## config.mk

```make
export PLATFORM = sky130hd
export DESIGN_NAME = rle_data_pipeline
export DESIGN_NICKNAME = d
export VERILOG_FILES = /design/src/design/rle_pipe_pkg.sv /design/src/design/rle_pipe_if.sv /design/src/design/stale_timer.sv /design/src/design/two_entry_buffer.sv /design/src/design/rle_data_pipeline.sv
export SDC_FILE = /design/constraint.sdc
export NUM_CORES = 1
export LEC_CHECK = 0
export BUFFER_PORTS_ARGS = -buffer_cell sky130_fd_sc_hd__buf_2
export CAP_MARGIN = 20
export CORE_MARGIN = 4
export CORE_UTILIZATION = 50
export CTS_CLUSTER_SIZE = 28
export DETAILED_ROUTE_END_ITERATION = 10
export GPL_ROUTABILITY_DRIVEN = 0
export PLACE_DENSITY = 0.75
export SYNTH_ARGS = -nofsm -noshare
export SYNTH_HDL_FRONTEND = slang
export SYNTH_SLANG_ARGS = --single-unit
export TNS_END_PERCENT = 100
```

## constraint.sdc

```tcl
create_clock -name clk_i -period 9.3 [get_ports clk_i]
set_input_delay 0 -clock clk_i [delete_from_list [all_inputs] [get_ports clk_i]]
set_output_delay 0 -clock clk_i [all_outputs]
set_load 0.02 [all_outputs]
```

## src/design/rle_pipe_pkg.sv

```systemverilog
// constants shared by the run-length data pipeline
`default_nettype none
package rle_pipe_pkg;
  localparam int CLK_PERIOD_NS = 25;
  localparam int TICK_PERIOD_NS = 1000;
  localparam int TICK_CYCLES = (TICK_PERIOD_NS + CLK_PERIOD_NS - 1) / CLK_PERIOD_NS;
  localparam logic [5:0] TICK_LAST = 6'(TICK_CYCLES - 1);
  localparam logic [5:0] TICK_ZERO = 6'h00;
  localparam logic [5:0] TICK_STEP = 6'h01;
  localparam int BYTE_W = 8;
  localparam int ENTRY_W = 9;
  localparam int BUF_DEPTH = 2;
  localparam logic [6:0] RUN_ZERO = 7'h00;
  localparam logic [6:0] RUN_ONE = 7'h01;
  localparam logic [6:0] RUN_MAX = 7'h7F;
  localparam logic [7:0] STALE_ZERO = 8'h00;
  localparam logic [7:0] STALE_STEP = 8'h01;
  localparam logic [7:0] BYTE_ZERO = 8'h00;
  localparam logic [15:0] WORD_ZERO = 16'h0000;
  localparam logic DIR_RX = 1'b0;
  localparam int STAT_TIMEOUT = 5;
  localparam int STAT_STALE = 2;
  localparam int STAT_SINGLE = 1;
  localparam int STAT_EMPTY = 0;
  localparam int HOLD_FIRST_FULL = 0;
  localparam int HOLD_FIRST_TAG = 1;
  localparam int HOLD_SECOND_FULL = 2;
  localparam int HOLD_SECOND_TAG = 3;
  typedef enum {EMIT_NORMAL, EMIT_CHAR_DUE} emit_state_type;
endpackage
`default_nettype wire

```

## src/design/rle_pipe_if.sv

```systemverilog
// interfaces between the pipeline and its timer and buffer
`default_nettype none
interface stale_link_if;
  logic reload;
  logic cpu_write;
  logic suppress;
  logic stale;
  logic [7:0] preset;
  logic [7:0] cpu_data;
  modport timer (input reload, cpu_write, suppress, preset, cpu_data, output stale);
  modport pipe (output reload, cpu_write, suppress, preset, cpu_data, input stale);
endinterface // stale_link_if

interface entry_stream_if;
  logic valid;
  logic ready;
  logic [rle_pipe_pkg::ENTRY_W-1:0] data;
  modport src (output valid, data, input ready);
  modport snk (input valid, data, output ready);
endinterface // entry_stream_if
`default_nettype wire

```

## src/design/stale_timer.sv

```systemverilog
// stale-data down counter with its timebase divider
`default_nettype none
module stale_timer
(
  input wire logic clk_i,
  input wire logic rst_i,
  stale_link_if.timer lnk
);
  import rle_pipe_pkg::*;
  logic [5:0] tick_cnt_reg;
  logic [7:0] count_reg;
  logic tick;

  assign tick = tick_cnt_reg == TICK_LAST;

  always_ff @(posedge clk_i)
  begin
    if (rst_i || tick)
      tick_cnt_reg <= TICK_ZERO;
    else
      tick_cnt_reg <= tick_cnt_reg + TICK_STEP;
  end

  always_ff @(posedge clk_i)
  begin
    if (rst_i)
      count_reg <= STALE_ZERO;
    else if (lnk.cpu_write)
      count_reg <= lnk.cpu_data;
    else if (lnk.reload)
      count_reg <= lnk.preset;
    else if (tick && count_reg != STALE_ZERO)
      count_reg <= count_reg - STALE_STEP;
  end

  // suppression masks the flag only; the counter itself still sits at zero
  assign lnk.stale = (count_reg == STALE_ZERO) && !lnk.suppress;
endmodule // stale_timer
`default_nettype wire

```

## src/design/two_entry_buffer.sv

```systemverilog
// two-entry buffer between the transmit pipeline and the fifo
`default_nettype none
module two_entry_buffer
(
  input wire logic clk_i,
  input wire logic rst_i,
  input wire logic clear_i,
  entry_stream_if.snk in_s,
  entry_stream_if.src out_s
);
  import rle_pipe_pkg::*;
  logic [ENTRY_W-1:0] mem [BUF_DEPTH];
  logic wr_ptr_reg;
  logic rd_ptr_reg;
  logic [1:0] count_reg;
  logic push;
  logic pop;

  assign in_s.ready = count_reg != 2'(BUF_DEPTH);
  assign out_s.valid = count_reg != 2'h0;
  assign out_s.data = mem[rd_ptr_reg];
  assign push = in_s.valid && in_s.ready;
  assign pop = out_s.valid && out_s.ready;

  always_ff @(posedge clk_i)
  begin
    if (push)
      mem[wr_ptr_reg] <= in_s.data;
  end

  always_ff @(posedge clk_i)
  begin
    if (rst_i || clear_i)
    begin
      wr_ptr_reg <= 1'b0;
      rd_ptr_reg <= 1'b0;
      count_reg <= 2'h0;
    end
    else
    begin
      wr_ptr_reg <= wr_ptr_reg ^ push;
      rd_ptr_reg <= rd_ptr_reg ^ pop;
      count_reg <= count_reg + 2'(push) - 2'(pop);
    end
  end
endmodule // two_entry_buffer
`default_nettype wire

```

## src/design/rle_data_pipeline.sv

```systemverilog
// holding pipeline with run-length coding between the fifo and the word buffer
`default_nettype none
// What this block does
// - direction bit 0 receive, 1 transmit
// - tagged run count loads counter, not stage
// - hold first stage, copy forward, decrement
// - address or uncompressed tags interrupt
// - retained count expands next byte
// - timer reloads on every fifo byte in receive only
// - zero count sets stale unless suppressed
// - stale with two bytes requests dma
// - stale with one byte flags and interrupts
// - never move an odd byte by dma
// - single residual latches, halts until read
// - new fifo bytes clear empty flag in receive only
// - timeout latched, cleared by reset bits
// - pipeline interrupts gated by enables, except tagged
// - receive timeout waits for drained pipeline
// - writing counter one arms a timer
// - uncompressed transmit flows straight through
// - three equal bytes start a run
// - run ends at break or 127
// - release flushes held stages to fifo
// - transmit timeout sets on stale rise
module rle_data_pipeline
(
  input wire logic clk_i,
  input wire logic rst_i,
  input wire logic transfer_direction_bit_i,
  input wire logic compression_enable_i,
  input wire logic dma_transfer_enable_i,
  input wire logic direct_buffer_write_enable_i,
  input wire logic stale_suppress_i,
  input wire logic fifo_reset_bit_i,
  input wire logic clear_timeout_bit_i,
  input wire logic timeout_int_enable_i,
  input wire logic single_int_enable_i,
  input wire logic data_error_int_enable_i,
  input wire logic data_error_flag_i,
  input wire logic byte_swap_i,
  input wire logic [7:0] stale_timer_preset_i,
  input wire logic stale_counter_write_i,
  input wire logic [7:0] stale_counter_data_i,
  input wire logic fifo_put_i,
  input wire logic rx_valid_i,
  input wire logic [7:0] rx_data_i,
  input wire logic rx_tag_i,
  input wire logic host_acknowledge_line_i,
  output logic rx_ready_o,
  output logic tx_valid_o,
  output logic [7:0] tx_data_o,
  output logic tx_tag_o,
  input wire logic tx_ready_i,
  input wire logic word_write_i,
  input wire logic [15:0] word_write_data_i,
  input wire logic word_read_i,
  output logic [15:0] word_data_o,
  output logic word_valid_o,
  output logic dma_request_o,
  input wire logic first_stage_read_i,
  input wire logic second_stage_read_i,
  output logic [7:0] first_stage_data_o,
  output logic [7:0] second_stage_data_o,
  output logic [3:0] holding_status_o,
  output logic [7:0] fifo_status_o,
  output logic [6:0] run_counter_o,
  output logic tagged_int_o,
  output logic pipeline_int_o
);
  import rle_pipe_pkg::*;

  // ----------------------------------------
  // state
  // ----------------------------------------
  logic s1_v_reg, s1_t_reg, s2_v_reg, s2_t_reg;
  logic [7:0] s1_d_reg, s2_d_reg;
  logic [6:0] rc_reg;
  logic [15:0] word_reg;
  logic word_v_reg, byte_idx_reg;
  logic single_reg, timeout_reg, trig_reg, stale_d_reg;
  emit_state_type emit_state_reg;
  logic rx, clr, stale, stale_rise, copying, rx_is_count, rx_pop, pair_go, shift_go, rx_done;
  logic in_v, release_hold, full3, start, cont, push_count, push_char, tx_s2_take, tx_s1_take;
  logic [7:0] in_d;

  stale_link_if lnk ();
  entry_stream_if buf_in ();
  entry_stream_if buf_out ();

  assign rx = transfer_direction_bit_i == DIR_RX;
  assign clr = fifo_reset_bit_i;
  assign copying = rc_reg != RUN_ZERO;

  // ----------------------------------------
  // receive steering
  // ----------------------------------------
  assign rx_ready_o = rx && !s1_v_reg && !single_reg;
  assign rx_pop = rx_ready_o && rx_valid_i;
  assign rx_is_count = rx_tag_i && host_acknowledge_line_i && compression_enable_i;
  // tagged bytes never pair into a word, so they stay visible to the cpu
  assign pair_go = rx && s1_v_reg && s2_v_reg && !s1_t_reg && !s2_t_reg && !word_v_reg && !single_reg;
  assign shift_go = rx && s1_v_reg && !s2_v_reg && !single_reg;
  assign rx_done = !word_v_reg && !rx_valid_i && !(s1_v_reg && s2_v_reg);

  // ----------------------------------------
  // transmit steering
  // ----------------------------------------
  assign in_v = !rx && word_v_reg;
  assign in_d = (byte_idx_reg ^ byte_swap_i) ? word_reg[15:8] : word_reg[7:0];
  assign release_hold = !compression_enable_i || (!dma_transfer_enable_i && !direct_buffer_write_enable_i);
  assign full3 = s1_v_reg && s2_v_reg && in_v;
  assign start = !rx && emit_state_reg == EMIT_NORMAL && !copying && !release_hold && full3
                 && s2_d_reg == s1_d_reg && s1_d_reg == in_d;
  assign cont = !rx && copying && !release_hold && full3 && in_d == s1_d_reg && rc_reg != RUN_MAX;
  assign push_count = !rx && copying && s2_v_reg && buf_in.ready && (release_hold || (full3 && !cont));
  // with compression on and no release, a byte leaves after its run count or when a full pipe proves no run starts
  assign push_char = !rx && s2_v_reg && buf_in.ready && (emit_state_reg == EMIT_CHAR_DUE
                     || (!copying && (release_hold || (s1_v_reg && in_v && !start))));
  assign tx_s2_take = !rx && s1_v_reg && (start || (!copying && (push_char || !s2_v_reg)));
  assign tx_s1_take = in_v && (!s1_v_reg || tx_s2_take || cont);

  assign buf_in.valid = push_count || push_char;
  assign buf_in.data = push_count ? {1'b1, 1'b0, rc_reg} : {1'b0, s2_d_reg};
  assign buf_out.ready = tx_ready_i;
  assign tx_valid_o = buf_out.valid;
  assign tx_data_o = buf_out.data[BYTE_W-1:0];
  assign tx_tag_o = buf_out.data[ENTRY_W-1];

  two_entry_buffer u_buffer
  (
    .clk_i(clk_i),
    .rst_i(rst_i),
    .clear_i(clr),
    .in_s(buf_in),
    .out_s(buf_out)
  );

  // ----------------------------------------
  // holding stages
  // ----------------------------------------
  always_ff @(posedge clk_i)
  begin
    if (rst_i || clr)
    begin
      s1_v_reg <= 1'b0;
      s1_t_reg <= 1'b0;
      s1_d_reg <= BYTE_ZERO;
    end
    else if (rx_pop && !rx_is_count)
    begin
      s1_v_reg <= 1'b1;
      s1_t_reg <= rx_tag_i;
      s1_d_reg <= rx_data_i;
    end
    else if (tx_s1_take)
    begin
      s1_v_reg <= 1'b1;
      s1_t_reg <= 1'b0;
      s1_d_reg <= in_d;
    end
    else if (first_stage_read_i || ((pair_go || shift_go) && !copying) || tx_s2_take)
      s1_v_reg <= 1'b0;
  end

  always_ff @(posedge clk_i)
  begin
    if (rst_i || clr)
    begin
      s2_v_reg <= 1'b0;
      s2_t_reg <= 1'b0;
      s2_d_reg <= BYTE_ZERO;
    end
    else if (shift_go || tx_s2_take)
    begin
      s2_v_reg <= 1'b1;
      s2_t_reg <= s1_t_reg && rx;
      s2_d_reg <= s1_d_reg;
    end
    else if (pair_go || push_char || second_stage_read_i)
      s2_v_reg <= 1'b0;
  end

  always_ff @(posedge clk_i)
  begin
    if (rst_i || clr)
      rc_reg <= RUN_ZERO;
    else if (rx_pop && rx_is_count)
      rc_reg <= rx_data_i[6:0];
    else if (copying && (pair_go || shift_go))
      rc_reg <= rc_reg - RUN_ONE;
    else if (start)
      rc_reg <= RUN_ONE;
    else if (cont)
      rc_reg <= rc_reg + RUN_ONE;
    else if (push_count)
      rc_reg <= RUN_ZERO;
  end

  always_ff @(posedge clk_i)
  begin
    if (rst_i || clr)
      emit_state_reg <= EMIT_NORMAL;
    else
      case (emit_state_reg)
        EMIT_NORMAL: if (push_count) emit_state_reg <= EMIT_CHAR_DUE;
        EMIT_CHAR_DUE: if (push_char) emit_state_reg <= EMIT_NORMAL;
        default: emit_state_reg <= EMIT_NORMAL;
      endcase
  end

  // ----------------------------------------
  // word buffer
  // ----------------------------------------
  always_ff @(posedge clk_i)
  begin
    if (rst_i || clr)
    begin
      word_v_reg <= 1'b0;
      byte_idx_reg <= 1'b0;
      word_reg <= WORD_ZERO;
    end
    else if (pair_go)
    begin
      word_v_reg <= 1'b1;
      word_reg <= byte_swap_i ? {s2_d_reg, s1_d_reg} : {s1_d_reg, s2_d_reg};
    end
    else if (!rx && word_write_i && !word_v_reg)
    begin
      word_v_reg <= 1'b1;
      byte_idx_reg <= 1'b0;
      word_reg <= word_write_data_i;
    end
    else if (rx && word_read_i)
      word_v_reg <= 1'b0;
    else if (tx_s1_take)
    begin
      word_v_reg <= !byte_idx_reg;
      byte_idx_reg <= !byte_idx_reg;
    end
  end

  assign word_data_o = word_reg;
  assign word_valid_o = word_v_reg;
  assign dma_request_o = dma_transfer_enable_i && (rx ? word_v_reg : !word_v_reg);

  // ----------------------------------------
  // stale timer, single residual and timeout
  // ----------------------------------------
  assign lnk.reload = rx && fifo_put_i;
  assign lnk.cpu_write = stale_counter_write_i;
  assign lnk.cpu_data = stale_counter_data_i;
  assign lnk.preset = stale_timer_preset_i;
  assign lnk.suppress = stale_suppress_i;
  assign stale = lnk.stale;
  assign stale_rise = stale && !stale_d_reg && !clear_timeout_bit_i && !clr;

  stale_timer u_timer
  (
    .clk_i(clk_i),
    .rst_i(rst_i),
    .lnk(lnk)
  );

  always_ff @(posedge clk_i)
  begin
    if (rst_i)
      stale_d_reg <= 1'b1;
    else
      stale_d_reg <= stale;
  end

  // the cpu read is what drains the residual byte, so it outranks a new latch
  always_ff @(posedge clk_i)
  begin
    if (rst_i || clr || second_stage_read_i)
      single_reg <= 1'b0;
    else if (rx && stale && !rx_valid_i && !word_v_reg && s2_v_reg && !s1_v_reg && !copying)
      single_reg <= 1'b1;
  end

  always_ff @(posedge clk_i)
  begin
    if (rst_i || clr || clear_timeout_bit_i)
      trig_reg <= 1'b0;
    else if (rx && stale_rise)
      trig_reg <= 1'b1;
    else if (timeout_reg)
      trig_reg <= 1'b0;
  end

  always_ff @(posedge clk_i)
  begin
    if (rst_i || clr || clear_timeout_bit_i)
      timeout_reg <= 1'b0;
    else if ((!rx && stale_rise) || (rx && trig_reg && rx_done))
      timeout_reg <= 1'b1;
  end

  // ----------------------------------------
  // status and interrupts
  // ----------------------------------------
  always_comb
  begin
    fifo_status_o = 8'h00;
    fifo_status_o[STAT_TIMEOUT] = timeout_reg;
    fifo_status_o[STAT_STALE] = stale;
    fifo_status_o[STAT_SINGLE] = single_reg;
    fifo_status_o[STAT_EMPTY] = !(rx && rx_valid_i);
    holding_status_o = 4'h0;
    holding_status_o[HOLD_FIRST_FULL] = s1_v_reg;
    holding_status_o[HOLD_FIRST_TAG] = s1_t_reg;
    holding_status_o[HOLD_SECOND_FULL] = s2_v_reg;
    holding_status_o[HOLD_SECOND_TAG] = s2_t_reg;
  end

  assign first_stage_data_o = s1_d_reg;
  assign second_stage_data_o = s2_d_reg;
  assign run_counter_o = rc_reg;
  assign tagged_int_o = rx && ((s1_v_reg && s1_t_reg) || (s2_v_reg && s2_t_reg));
  assign pipeline_int_o = (timeout_reg && timeout_int_enable_i) || (single_reg && single_int_enable_i)
                          || (data_error_flag_i && data_error_int_enable_i) || tagged_int_o;
endmodule // rle_data_pipeline
`default_nettype wire

```

==> flow_results.xml, run 1 <==
<?xml version="1.0" encoding="UTF-8"?>
<metrics>
  <group name="outcome">
    <metric name="run_status" unit="">completed</metric>
  </group>
  <group name="sta">
    <metric name="clock-skew-final" unit="ns">0.0132</metric>
    <metric name="min_period" unit="ns">3.82</metric>
    <metric name="final_count_of_pins_violating_max_slew" unit="">0</metric>
    <metric name="report.final.hold_viol_count" unit="">0</metric>
    <metric name="timing.setup.tns" unit="ns">0</metric>
    <metric name="finalCritPeriodShare" unit="">0.411</metric>
    <metric name="setup-violations-final" unit="">0</metric>
    <metric name="max_clock_freq" unit="MHz">262</metric>
    <metric name="fin_worst_hold_slack" unit="ns">0.0212</metric>
    <metric name="slew_headroom" unit="">0.372</metric>
    <metric name="worst-slew-pin-transition" unit="ns">0.935</metric>
    <metric name="setup_repair_after_global_routing_missed_its_margin" unit="">false</metric>
  </group>
  <group name="critical_path">
    <metric name="timing.critical_path.to_type" unit="">flop</metric>
    <metric name="worstPathCellList" unit="">inv_1 -&gt; ha_1 -&gt; or4b_4 -&gt; nor3_1 -&gt; a21o_1 -&gt; o21ai_0 -&gt; a211o_1 -&gt; o21ai_0 -&gt; ha_1</metric>
    <metric name="critical_path.max_fanout" unit="">20</metric>
    <metric name="data_required_time_at_the_worst_endpoint" unit="ns">9.32</metric>
    <metric name="worstSetupPathType" unit="">flop to flop</metric>
    <metric name="start_kind" unit="">flop</metric>
    <metric name="critical_path_buf_inv_count" unit="">1</metric>
    <metric name="timing.critical_path.arrival" unit="ns">3.84</metric>
    <metric name="critical_path.slowest_cell" unit="">sky130_fd_sc_hd__nor3_1</metric>
    <metric name="critical_path.max_stage_delay" unit="ns">0.62</metric>
    <metric name="critical_path.top_delay_family" unit="">compound AO/OA/AOI/OAI gates</metric>
  </group>
  <group name="cells_and_area">
    <metric name="post_layout_net_count" unit="">799</metric>
    <metric name="largest_register_ff_count" unit="">18</metric>
    <metric name="layout_commonest_cell" unit="">sky130_fd_sc_hd__buf_2</metric>
    <metric name="layout_common_cells" unit="">sky130_fd_sc_hd__buf_2 (126), sky130_fd_sc_hd__nor2_1 (74), sky130_fd_sc_hd__dfxtp_1 (68), sky130_fd_sc_hd__nand3_1 (42), sky130_fd_sc_hd__mux2i_1 (33)</metric>
    <metric name="drive_above_1_share" unit="">0.230</metric>
    <metric name="antenna_diode_instance_count" unit="">0</metric>
    <metric name="area.growth.synth_to_final" unit="%">20.6</metric>
    <metric name="final_core_utilization" unit="">0.625</metric>
    <metric name="post-route-cell-area" unit="sq um">6170</metric>
    <metric name="registers.top_by_ff_count" unit="">u_buffer.mem</metric>
  </group>
  <group name="cts">
    <metric name="cts.path.max_buffers" unit="">2</metric>
    <metric name="clock_sinks" unit="">86</metric>
    <metric name="cts_resized" unit="">0</metric>
    <metric name="cts-root-buf" unit="">sky130_fd_sc_hd__clkbuf_8</metric>
    <metric name="postCtsSetupBuffers" unit="">0</metric>
    <metric name="worst_skew_pair.late_latency" unit="ns">0.37</metric>
    <metric name="cts_buffers" unit="">9</metric>
    <metric name="cts_tree" unit="">done</metric>
    <metric name="h-tree-depth" unit="">3</metric>
    <metric name="path_clk_slew" unit="ns">0.08</metric>
    <metric name="cts-hold-fix-buffers" unit="">31</metric>
  </group>
  <group name="worst_hold_path">
    <metric name="hp-class" unit="">input pin to flop</metric>
  </group>
  <group name="drt">
    <metric name="detail_route.vias_per_cell" unit="">5.82</metric>
    <metric name="route.final.wire_length" unit="mm">14.6</metric>
    <metric name="drc" unit="">0</metric>
    <metric name="drtIter0Drc" unit="">388</metric>
    <metric name="ant_nets" unit="">0</metric>
    <metric name="detail_route.wl_per_cell" unit="um">16.9</metric>
    <metric name="detailroute.via_count" unit="">5027</metric>
    <metric name="drt-pass1-iter-count" unit="">5</metric>
  </group>
  <group name="logic_synthesis">
    <metric name="syn-mean-instance-area" unit="sq um">8.48</metric>
    <metric name="synth_top_flop_cell" unit="">sky130_fd_sc_hd__dfxtp_1</metric>
    <metric name="seq_area_frac_synth" unit="">0.372</metric>
    <metric name="synth-edff-count" unit="">18</metric>
    <metric name="synthesis.instances" unit="">603</metric>
    <metric name="netlist-cell-type-count" unit="">60</metric>
    <metric name="synth-async-reset-ratio" unit="">0</metric>
    <metric name="post_synthesis_instance_area" unit="sq um">5110</metric>
    <metric name="ys_seq_elements" unit="">86</metric>
    <metric name="yosys_warnings" unit="">0</metric>
  </group>
  <group name="place">
    <metric name="detailedPlacementHpwl" unit="mm">10.6</metric>
    <metric name="placement.cell_area" unit="sq um">5680</metric>
    <metric name="numPortBuffers" unit="">125</metric>
  </group>
  <group name="global_routing">
    <metric name="pin_count_of_the_biggest_net_entering_global_routing" unit="">38</metric>
    <metric name="groute.usage.overall" unit="">0.251</metric>
    <metric name="antenna_found_initial" unit="">0</metric>
    <metric name="globalRoute.totalOverflow" unit="">0</metric>
    <metric name="grt_pass1_vias" unit="">4847</metric>
    <metric name="first_pass_grt_wire_length" unit="mm">23.6</metric>
  </group>
  <group name="floorplanning">
    <metric name="fp.dieArea" unit="sq um">11900</metric>
    <metric name="floorplan.core_area" unit="sq um">9860</metric>
    <metric name="floorplan.rows" unit="">36</metric>
    <metric name="die_h" unit="um">109</metric>
    <metric name="io_pins" unit="">130</metric>
    <metric name="fp.dieW" unit="um">109</metric>
    <metric name="floorplan.initialDensity" unit="">0.518</metric>
  </group>
  <group name="flow_run">
    <metric name="number_of_maximum_capacitance_violations" unit="">0</metric>
  </group>
  <group name="power">
    <metric name="leakagePower" unit="nW">2.68</metric>
    <metric name="power_per_cell_area" unit="nW/um^2">121</metric>
    <metric name="power.ir.vdd_worst" unit="uV">63.3</metric>
  </group>
</metrics>
==> metrics by stage <==
step           instances  setup slack, ns  total power [mW]
2_1_floorplan        606             6.05             0.480
3_3_place_gp         815             5.73             0.510
3_5_place_dp         816             5.53             0.513
4_1_cts              863             5.50             0.749
5_1_grt              864             5.22             0.781
6_report             864             5.48             0.748
==> synthesized netlist by cell type (18+ instances only) <==
library cell / instances / area, sq um
sky130_fd_sc_hd__nand3_1: 42 / 210
sky130_fd_sc_hd__dfxtp_1: 68 / 1360
sky130_fd_sc_hd__nor3_1: 20 / 100
sky130_fd_sc_hd__nand2_1: 27 / 101
sky130_fd_sc_hd__nor2_1: 75 / 282
sky130_fd_sc_hd__clkbuf_1: 33 / 124
sky130_fd_sc_hd__a21oi_1: 30 / 150
sky130_fd_sc_hd__edfxtp_1: 18 / 541
sky130_fd_sc_hd__o21ai_0: 31 / 155
sky130_fd_sc_hd__a211oi_1: 27 / 203
sky130_fd_sc_hd__xnor2_1: 19 / 166
sky130_fd_sc_hd__mux2i_1: 33 / 330
==> final timing paths <==
path,start,to,slack (ns),cells past startpoint
setup reg to reg,run_counter_o[0],u_buffer.mem[0][0],5.48,9
setup / recovery,run_counter_o[0],u_buffer.mem[0][0],5.48,9
hold reg to reg,u_timer.tick_cnt_reg[0],u_timer.tick_cnt_reg[0],0.47,1
hold / removal,stale_counter_data_i[5],u_timer.count_reg[5],0.02,3
==> layer usage <==
metal	vias to the layer above	global-route usage	wire (um)
met4	0	0.0956	279
li1	2405	-	-
met5	-	0	0
met2	240	0.406	6840
met3	27	0.0586	1310
met1	2355	0.326	6160
==> cell type report <==
class | count | area (sq um)
timing repair buffer | 159 | 958
sequential | 86 | 1900
multi-input combinational | 456 | 2920
fill | 856 | 3700
inverter | 14 | 52.6
clock buffer | 9 | 124
tap | 133 | 166
clock inverter | 7 | 41.3
==> logic make-up after synthesis <==
logic type	count (synthesis)	share of synthesized area
simple gates	244	0.244
compound gates	120	0.149
flops	86	0.372
buf+inv	64	0.0592
mux	47	0.0954
xor+xnor	32	0.0578
fa+ha+maj	9	0.0220
other cells	1	0.000734
==> worst register-to-register path: stages, from the launching register on <==
cell,delay [ns]
sky130_fd_sc_hd__dfxtp_1,0.36
sky130_fd_sc_hd__inv_1,0.11
sky130_fd_sc_hd__ha_1,0.21
sky130_fd_sc_hd__or4b_4,0.50
sky130_fd_sc_hd__nor3_1,0.62
sky130_fd_sc_hd__a21o_1,0.22
sky130_fd_sc_hd__o21ai_0,0.11
sky130_fd_sc_hd__a211o_1,0.54
sky130_fd_sc_hd__o21ai_0,0.28
sky130_fd_sc_hd__ha_1,0.51
==> where the power goes <==
group          switching [mW]  internal [mW]  total (mW)
Combinational          0.0651         0.0518       0.117
Clock                   0.137         0.0947       0.231
Sequential             0.0119          0.387       0.399
(Power assumes the default switching activity.)
==> inputs of run 2 (changes only) <==
==> constraint.sdc (replaced) <==
create_clock -name clk_i -period 3.91 [get_ports clk_i]
set_input_delay 0 -clock clk_i [delete_from_list [all_inputs] [get_ports clk_i]]
set_output_delay 0 -clock clk_i [all_outputs]
set_load 0.02 [all_outputs]
==> run 2 against run 1 <==
  * Register-to-register slack got worse by 4.8 ns
  * First-iteration DRC count increased by 3.9%
  * Non-clock buffer count decreased by 2
  * Routed wire length decreased by 0.41%
  * Count of clock-buffer cells in the layout increased by 4
  * Clock power increased to 3.0 times the previous value
  * Sequential power increased by 140%
  * Critical path depth increased by 1
  * Sequential cell count unchanged
  * Design area increased by 0.47%
  * Largest power group unchanged
==> flow_results.xml, run 2 (synthesis gave the netlist of run 1 again) <==
<?xml version="1.0" encoding="UTF-8"?>
<metrics>
  <group name="drt">
    <metric name="ant_nets" unit="">0</metric>
    <metric name="detail_route.wl_per_cell" unit="um">16.8</metric>
    <metric name="drt-pass1-iter-count" unit="">5</metric>
    <metric name="detail_route.vias_per_cell" unit="">5.79</metric>
    <metric name="detailroute.via_count" unit="">4995</metric>
    <metric name="route.final.wire_length" unit="mm">14.5</metric>
    <metric name="drc" unit="">0</metric>
    <metric name="drtIter0Drc" unit="">403</metric>
  </group>
  <group name="cells_and_area">
    <metric name="drive_above_1_share" unit="">0.233</metric>
    <metric name="layout_commonest_cell" unit="">sky130_fd_sc_hd__buf_2</metric>
    <metric name="layout_common_cells" unit="">sky130_fd_sc_hd__buf_2 (125), sky130_fd_sc_hd__nor2_1 (74), sky130_fd_sc_hd__dfxtp_1 (68), sky130_fd_sc_hd__nand3_1 (42), sky130_fd_sc_hd__mux2i_1 (33)</metric>
    <metric name="area.growth.synth_to_final" unit="%">21.2</metric>
    <metric name="num-fill-cells" unit="">843</metric>
    <metric name="largest_register_ff_count" unit="">18</metric>
    <metric name="multi_input_area" unit="sq um">2920</metric>
    <metric name="final-seq-area" unit="sq um">1900</metric>
    <metric name="registers.top_by_ff_count" unit="">u_buffer.mem</metric>
    <metric name="antenna_diode_instance_count" unit="">0</metric>
    <metric name="post_layout_net_count" unit="">797</metric>
    <metric name="fin_cells" unit="">862</metric>
  </group>
  <group name="sta">
    <metric name="timing.final.ws_setup" unit="ns">0.712</metric>
    <metric name="report.final.hold_viol_count" unit="">0</metric>
    <metric name="clock-skew-final" unit="ns">0.0118</metric>
    <metric name="min_period" unit="ns">3.20</metric>
    <metric name="finalCritPeriodShare" unit="">0.818</metric>
    <metric name="final_count_of_pins_violating_max_slew" unit="">0</metric>
    <metric name="max_clock_freq" unit="MHz">313</metric>
    <metric name="setup_repair_after_global_routing_missed_its_margin" unit="">false</metric>
    <metric name="timing.setup.tns" unit="ns">0</metric>
    <metric name="worst-slew-pin-transition" unit="ns">1.10</metric>
    <metric name="setup-violations-final" unit="">0</metric>
    <metric name="slew_headroom" unit="">0.267</metric>
  </group>
  <group name="cts">
    <metric name="cts_buffers" unit="">9</metric>
    <metric name="postCtsSetupBuffers" unit="">0</metric>
    <metric name="h-tree-depth" unit="">3</metric>
    <metric name="worst_skew_pair.late_latency" unit="ns">0.36</metric>
    <metric name="cts-root-buf" unit="">sky130_fd_sc_hd__clkbuf_8</metric>
    <metric name="cts_tree" unit="">done</metric>
    <metric name="clock_sinks" unit="">86</metric>
    <metric name="cts.path.max_buffers" unit="">2</metric>
    <metric name="path_clk_slew" unit="ns">0.09</metric>
  </group>
  <group name="power">
    <metric name="power.ir.vdd_worst" unit="uV">192</metric>
    <metric name="leakagePower" unit="nW">2.69</metric>
    <metric name="power_per_cell_area" unit="nW/um^2">309</metric>
    <metric name="totalPowerFinal" unit="mW">1.92</metric>
  </group>
  <group name="flow_run">
    <metric name="number_of_maximum_capacitance_violations" unit="">0</metric>
  </group>
  <group name="global_routing">
    <metric name="groute.usage.overall" unit="">0.247</metric>
    <metric name="grt_pass1_vias" unit="">4851</metric>
    <metric name="antenna_found_initial" unit="">0</metric>
    <metric name="globalRoute.totalOverflow" unit="">0</metric>
    <metric name="pin_count_of_the_biggest_net_entering_global_routing" unit="">38</metric>
    <metric name="first_pass_grt_wire_length" unit="mm">23.3</metric>
  </group>
  <group name="worst_hold_path">
    <metric name="hp-class" unit="">input pin to flop</metric>
  </group>
  <group name="floorplanning">
    <metric name="io_pins" unit="">130</metric>
    <metric name="floorplan.initialDensity" unit="">0.518</metric>
    <metric name="fp.dieW" unit="um">109</metric>
    <metric name="floorplan.core_area" unit="sq um">9860</metric>
    <metric name="die_h" unit="um">109</metric>
    <metric name="fp.dieArea" unit="sq um">11900</metric>
    <metric name="floorplan.rows" unit="">36</metric>
  </group>
  <group name="place">
    <metric name="detailedPlacementHpwl" unit="mm">10.6</metric>
    <metric name="dp.cells" unit="">818</metric>
    <metric name="post-place-ws" unit="ns">0.782</metric>
    <metric name="numPortBuffers" unit="">125</metric>
  </group>
  <group name="critical_path">
    <metric name="start_kind" unit="">flop</metric>
    <metric name="data_required_time_at_the_worst_endpoint" unit="ns">4.19</metric>
    <metric name="worstSetupPathType" unit="">flop to flop</metric>
    <metric name="timing.critical_path.to_type" unit="">flop</metric>
    <metric name="timing.critical_path.arrival" unit="ns">3.48</metric>
    <metric name="critical_path.max_fanout" unit="">21</metric>
  </group>
  <group name="outcome">
    <metric name="run_status" unit="">completed</metric>
  </group>
</metrics>
run 2: changes by cell type in the layout (fill, tap and decap cells not counted), sizes merged:
cell	before	now
dlygate4sd3	32	28
bufinv	0	2
clkinv	6	0
clkbuf	9	13
buf	127	129
run 2: cell type report:
cell class	instances	area share
Timing Repair Buffer	157	0.151
Clock buffer	13	0.0240
Sequential cell	86	0.307
Inverter	14	0.00848
Clock inverter	3	0.0109
Multi-Input combinational cell	456	0.472
Tap cell	133	0.0269
run 2: worst paths after layout:
kind                                               from                      end  slack [ns]  cells after the start
worst min-delay path              word_write_data_i[12]          word_data_o[12]        0.01                      3
worst min register to register  u_timer.tick_cnt_reg[0]  u_timer.tick_cnt_reg[0]        0.47                      1
worst max register to register         run_counter_o[0]             byte_idx_reg        0.71                     10
worst max-delay path                   run_counter_o[0]             byte_idx_reg        0.71                     10
run 2: timing repair:
item | 4_1_cts | 5_1_grt
hold buffers | 28 | 0
resized for setup | 0 | 0
endpoints found under the hold margin | 39 | 0
run 2: through the flow:
stage          hold WS [ns]   util  cell area (sq um)
2_1_floorplan        0.0780      -               5120
3_3_place_gp          0.197  0.578               5700
3_5_place_dp          0.197  0.578               5700
4_1_cts             0.00212  0.628               6190
5_1_grt             0.00254  0.628               6190
6_report             0.0104  0.628               6190
run 2: metal layers:
metal	routed length (um)	vias up	global-route usage
li1	-	2406	-
met1	6170	2344	0.310
met2	6840	211	0.419
met3	1120	34	0.0474
met4	390	0	0.0902
met5	0	-	0
run 2: power by group:
group	switching [mW]	total, mW	internal [mW]	leakage (nW)
combinational	0.154	0.276	0.122	1.83
sequential	0.0292	0.951	0.922	0.761
clock	0.310	0.689	0.379	0.104
run 2: critical path, stage by stage, from the launching register on:
cell and delay [ns]:
sky130_fd_sc_hd__dfxtp_1 0.37, sky130_fd_sc_hd__inv_1 0.11, sky130_fd_sc_hd__ha_1 0.22, sky130_fd_sc_hd__or4b_4 0.50, sky130_fd_sc_hd__or3_4 0.36, sky130_fd_sc_hd__nor3_2 0.20, sky130_fd_sc_hd__nand4_1 0.14, sky130_fd_sc_hd__a21oi_2 0.24
sky130_fd_sc_hd__o21ai_2 0.25, sky130_fd_sc_hd__or4_1 0.57, sky130_fd_sc_hd__a21oi_1 0.15
==> inputs of run 3 (changes only) <==
--- a/config.mk
+++ b/config.mk
@@ -5,14 +5,15 @@
 export SDC_FILE = /design/constraint.sdc
 export NUM_CORES = 1
 export LEC_CHECK = 0
+export ABC_AREA = 1
 export BUFFER_PORTS_ARGS = -buffer_cell sky130_fd_sc_hd__buf_2
 export CAP_MARGIN = 20
 export CORE_MARGIN = 4
-export CORE_UTILIZATION = 50
+export CORE_UTILIZATION = 48
 export CTS_CLUSTER_SIZE = 28
 export DETAILED_ROUTE_END_ITERATION = 10
 export GPL_ROUTABILITY_DRIVEN = 0
-export PLACE_DENSITY = 0.75
+export PLACE_DENSITY = 0.76
 export SYNTH_ARGS = -nofsm -noshare
 export SYNTH_HDL_FRONTEND = slang
 export SYNTH_SLANG_ARGS = --single-unit
==> constraint.sdc (replaced) <==
create_clock -name clk_i -period 2.69 [get_ports clk_i]
set_input_delay 0 -clock clk_i [delete_from_list [all_inputs] [get_ports clk_i]]
set_output_delay 0 -clock clk_i [all_outputs]
set_load 0.02 [all_outputs]
==> run 3 against run 2 <==
  * Cell count increased by 18%
  * Combinational power increased by 87%
  * Total power increased by 50%
  * Register-to-register slack got worse by 0.54 ns
  * Sequential power increased by 45%
  * Clock power increased by 40%
  * Critical path depth increased by 9
  * Design area increased by 4.0%
  * Global-route usage increased by 1.3 points
  * Highest routed layer unchanged
==> flow_results.xml, run 3 <==
<?xml version="1.0" encoding="UTF-8"?>
<metrics>
  <group name="outcome">
    <metric name="run_status" unit="">completed</metric>
  </group>
  <group name="logic_synthesis">
    <metric name="post_synthesis_instance_area" unit="sq um">4940</metric>
    <metric name="post-synth-top-area-cell" unit="">sky130_fd_sc_hd__dfxtp_1</metric>
    <metric name="yosysTopAreaCellShare" unit="">0.276</metric>
    <metric name="synth-edff-count" unit="">18</metric>
    <metric name="synth-async-reset-ratio" unit="">0</metric>
    <metric name="post_synth_main_area_contributors" unit="">sky130_fd_sc_hd__dfxtp_1 (28%), sky130_fd_sc_hd__nand2_1 (13%), sky130_fd_sc_hd__edfxtp_1 (11%), sky130_fd_sc_hd__a21oi_1 (6.1%), sky130_fd_sc_hd__nor2_1 (6.1%)</metric>
    <metric name="synthesis.instances" unit="">714</metric>
    <metric name="synth_top_flop_cell" unit="">sky130_fd_sc_hd__dfxtp_1</metric>
    <metric name="syn-mean-instance-area" unit="sq um">6.92</metric>
    <metric name="seq_area_frac_synth" unit="">0.385</metric>
    <metric name="ys_seq_elements" unit="">86</metric>
    <metric name="yosysMostFrequentCell" unit="">sky130_fd_sc_hd__nand2_1</metric>
    <metric name="yosys_warnings" unit="">0</metric>
    <metric name="ys_top_cells_by_count" unit="">sky130_fd_sc_hd__nand2_1 (171), sky130_fd_sc_hd__nor2_1 (80), sky130_fd_sc_hd__inv_1 (77)</metric>
    <metric name="netlist-cell-type-count" unit="">43</metric>
  </group>
  <group name="cells_and_area">
    <metric name="antenna_diode_instance_count" unit="">0</metric>
    <metric name="post_layout_net_count" unit="">951</metric>
    <metric name="layout_commonest_cell" unit="">sky130_fd_sc_hd__nand2_1</metric>
    <metric name="largest_register_ff_count" unit="">18</metric>
    <metric name="registers.top_by_ff_count" unit="">u_buffer.mem</metric>
    <metric name="post-route-cell-area" unit="sq um">6440</metric>
    <metric name="fin_cells" unit="">1016</metric>
    <metric name="num-fill-cells" unit="">879</metric>
    <metric name="layout_common_cells" unit="">sky130_fd_sc_hd__nand2_1 (170), sky130_fd_sc_hd__buf_2 (125), sky130_fd_sc_hd__inv_1 (74), sky130_fd_sc_hd__nor2_1 (74), sky130_fd_sc_hd__dfxtp_1 (64)</metric>
    <metric name="area.growth.synth_to_final" unit="%">30.4</metric>
    <metric name="drive_above_1_share" unit="">0.247</metric>
    <metric name="final_core_utilization" unit="">0.650</metric>
  </group>
  <group name="place">
    <metric name="post-place-ws" unit="ns">0.0169</metric>
    <metric name="detailedPlacementHpwl" unit="mm">11.4</metric>
    <metric name="dp.cells" unit="">959</metric>
    <metric name="numPortBuffers" unit="">125</metric>
    <metric name="placement.cell_area" unit="sq um">5710</metric>
  </group>
  <group name="power">
    <metric name="leakagePower" unit="nW">3.06</metric>
    <metric name="power_per_cell_area" unit="nW/um^2">445</metric>
    <metric name="totalPowerFinal" unit="mW">2.87</metric>
    <metric name="power.ir.vdd_worst" unit="uV">211</metric>
  </group>
  <group name="sta">
    <metric name="setup_repair_after_global_routing_missed_its_margin" unit="">true</metric>
    <metric name="finalCritPeriodShare" unit="">0.935</metric>
    <metric name="final_count_of_pins_violating_max_slew" unit="">0</metric>
    <metric name="timing.final.ws_setup" unit="ns">0.174</metric>
    <metric name="clock-skew-final" unit="ns">0.0163</metric>
    <metric name="setup-violations-final" unit="">0</metric>
    <metric name="worst-slew-pin-transition" unit="ns">0.522</metric>
    <metric name="slew_headroom" unit="">0.651</metric>
    <metric name="max_clock_freq" unit="MHz">397</metric>
    <metric name="min_period" unit="ns">2.52</metric>
    <metric name="report.final.hold_viol_count" unit="">0</metric>
  </group>
  <group name="drt">
    <metric name="ant_nets" unit="">0</metric>
    <metric name="detailroute.via_count" unit="">5639</metric>
    <metric name="drtIter0Drc" unit="">439</metric>
    <metric name="detail_route.vias_per_cell" unit="">5.55</metric>
    <metric name="route.final.wire_length" unit="mm">15.7</metric>
    <metric name="detail_route.wl_per_cell" unit="um">15.5</metric>
    <metric name="drt-pass1-iter-count" unit="">6</metric>
    <metric name="drc" unit="">0</metric>
  </group>
  <group name="critical_path">
    <metric name="reg2reg_slack" unit="ns">0.17</metric>
    <metric name="critical_path.max_fanout" unit="">8</metric>
    <metric name="crit-reg2reg-launch" unit="">run_counter_o[2]</metric>
    <metric name="data_required_time_at_the_worst_endpoint" unit="ns">2.96</metric>
    <metric name="worstPathCellList" unit="">nor2_1 -&gt; nand3_1 -&gt; nor2_2 -&gt; nand4_1 -&gt; nor2_2 -&gt; nand3_2 -&gt; nand2_1 -&gt; nand2_1 -&gt; nand2_2 -&gt; nand3_2 -&gt; nand2_1 -&gt; nand2_1 -&gt; nand2_2 -&gt; nand3_4 -&gt; a21oi_4 -&gt; buf_12 -&gt; nand2_1 -&gt; nand2_1 -&gt; inv_1</metric>
    <metric name="start_kind" unit="">flop</metric>
    <metric name="worstRegToRegCells" unit="">19</metric>
    <metric name="critical_path.top_delay_family" unit="">simple AND/OR/NAND/NOR gates</metric>
    <metric name="timing.critical_path.to_type" unit="">flop</metric>
    <metric name="cp_common_cell" unit="">sky130_fd_sc_hd__nand2_1</metric>
    <metric name="worstSetupPathType" unit="">flop to flop</metric>
    <metric name="critical_path.slowest_cell" unit="">sky130_fd_sc_hd__dfxtp_1</metric>
    <metric name="r2r-end" unit="">s1_v_reg</metric>
    <metric name="critical_path_buf_inv_count" unit="">2</metric>
    <metric name="critical_path.max_stage_delay" unit="ns">0.40</metric>
    <metric name="timing.critical_path.arrival" unit="ns">2.79</metric>
  </group>
  <group name="global_routing">
    <metric name="pin_count_of_the_biggest_net_entering_global_routing" unit="">28</metric>
    <metric name="globalRoute.totalOverflow" unit="">0</metric>
    <metric name="grt_pass1_vias" unit="">5216</metric>
    <metric name="antenna_found_initial" unit="">0</metric>
    <metric name="groute.usage.overall" unit="">0.259</metric>
    <metric name="first_pass_grt_wire_length" unit="mm">24.7</metric>
  </group>
  <group name="floorplanning">
    <metric name="fp.dieArea" unit="sq um">12000</metric>
    <metric name="floorplan.rows" unit="">36</metric>
    <metric name="die_h" unit="um">109</metric>
    <metric name="io_pins" unit="">130</metric>
    <metric name="fp.dieW" unit="um">109</metric>
    <metric name="floorplan.initialDensity" unit="">0.499</metric>
    <metric name="floorplan.core_area" unit="sq um">9910</metric>
  </group>
  <group name="worst_hold_path">
    <metric name="hp-class" unit="">input pin to flop</metric>
    <metric name="worstHoldEndpoint" unit="">first_stage_data_o[6]</metric>
    <metric name="min_path_cells" unit="">5</metric>
    <metric name="hp-start" unit="">rx_data_i[6]</metric>
  </group>
  <group name="cts">
    <metric name="clock_sinks" unit="">86</metric>
    <metric name="h-tree-depth" unit="">3</metric>
    <metric name="cts-root-buf" unit="">sky130_fd_sc_hd__clkbuf_8</metric>
    <metric name="cts.path.max_buffers" unit="">2</metric>
    <metric name="path_clk_slew" unit="ns">0.09</metric>
    <metric name="cts_tree" unit="">done</metric>
    <metric name="worst_skew_pair.late_latency" unit="ns">0.37</metric>
    <metric name="cts_buffers" unit="">9</metric>
  </group>
  <group name="flow_run">
    <metric name="number_of_maximum_capacitance_violations" unit="">0</metric>
  </group>
</metrics>
[run 3: cell types whose count changed in the layout (fill, tap and decap cells not counted), sizes merged, moves of 12 or more]
cell / change
nand2: +153
inv: +68
mux2i: -33
a21oi: +30
a211oi: -25
o21ai: +25
buf: +20
xnor2: -17
nand2b: -15
mux2: -14
nand4: -12
[run 3: stage by stage]
stage | hold slack [ns] | TNS, ns
after detailed placement | 0.268 | 0
final | 0.00636 | 0
after global routing | 0.0161 | -0.0437
after CTS | 0.00356 | 0
after global placement | 0.266 | 0
after floorplan | 0.0776 | 0
[run 3: where the power goes]
group / leakage (nW) / total (mW) / switching, mW / internal (mW)
Combinational: 2.20 / 0.515 / 0.306 / 0.210
Clock: 0.107 / 0.967 / 0.473 / 0.494
Sequential: 0.751 / 1.38 / 0.0380 / 1.35
Total: 3.06 / 2.87 / 0.817 / 2.05
[run 3: cell families after synthesis]
logic type                 synth area share
DFF                                   0.385
adders and majority gates            0.0228
buffers and inverters                 0.100
AOI/OAI and AO/OA                     0.195
xor gates and xnor gates             0.0195
other                              0.000759
and+or+nand+nor                       0.277
[run 3: cell type report]
class | instances | area [sq um] | share of cell area
multi-input cells | 513 | 2660 | 0.413
flip-flops and latches | 86 | 1910 | 0.297
repair buffers | 185 | 1180 | 0.183
inverters | 83 | 312 | 0.0483
clock buffers | 15 | 208 | 0.0322
well taps | 133 | 166 | 0.0258
clock inverters | 1 | 7.51 | 0.00116
[run 3: metal layers]
| layer | track usage | vias to the layer above | wire, um |
|---|---|---|---|
| li1 | - | 2691 | - |
| met1 | 0.338 | 2568 | 6370 |
| met2 | 0.426 | 321 | 7510 |
| met3 | 0.0388 | 59 | 1310 |
| met4 | 0.117 | 0 | 540 |
| met5 | 0 | - | 0 |
[run 3: tightest hold or removal path, cell delays in order]
cell and delay [ns]:
sky130_fd_sc_hd__buf_2 0.11, sky130_fd_sc_hd__nand2_1 0.06, sky130_fd_sc_hd__o21ai_0 0.06, sky130_fd_sc_hd__nor2_1 0.05, sky130_fd_sc_hd__nor2_1 0.06
[run 3: how the worst max path moves through the flow]
stage / from / to / slack (ns) / cells past startpoint
after global placement: word_valid_o / s1_v_reg / 0.07 / 20
final: run_counter_o[2] / s1_v_reg / 0.17 / 19
after detailed placement: byte_idx_reg / s1_t_reg / 0.02 / 21
after CTS: word_valid_o / first_stage_data_o[2] / 0.01 / 20
after floorplan: run_counter_o[2] / u_buffer.mem[1][0] / 0.002 / 15
after global routing: word_valid_o / s1_v_reg / -0.03 / 21
[run 3: repair_timing]
action                     CTS  global route
hold endpoints to repair    36             0
gates resized for setup      1            29
buffers inserted             0             5
hold buffers                36             0
pin swaps                    0            12
setup endpoints to repair    5            62
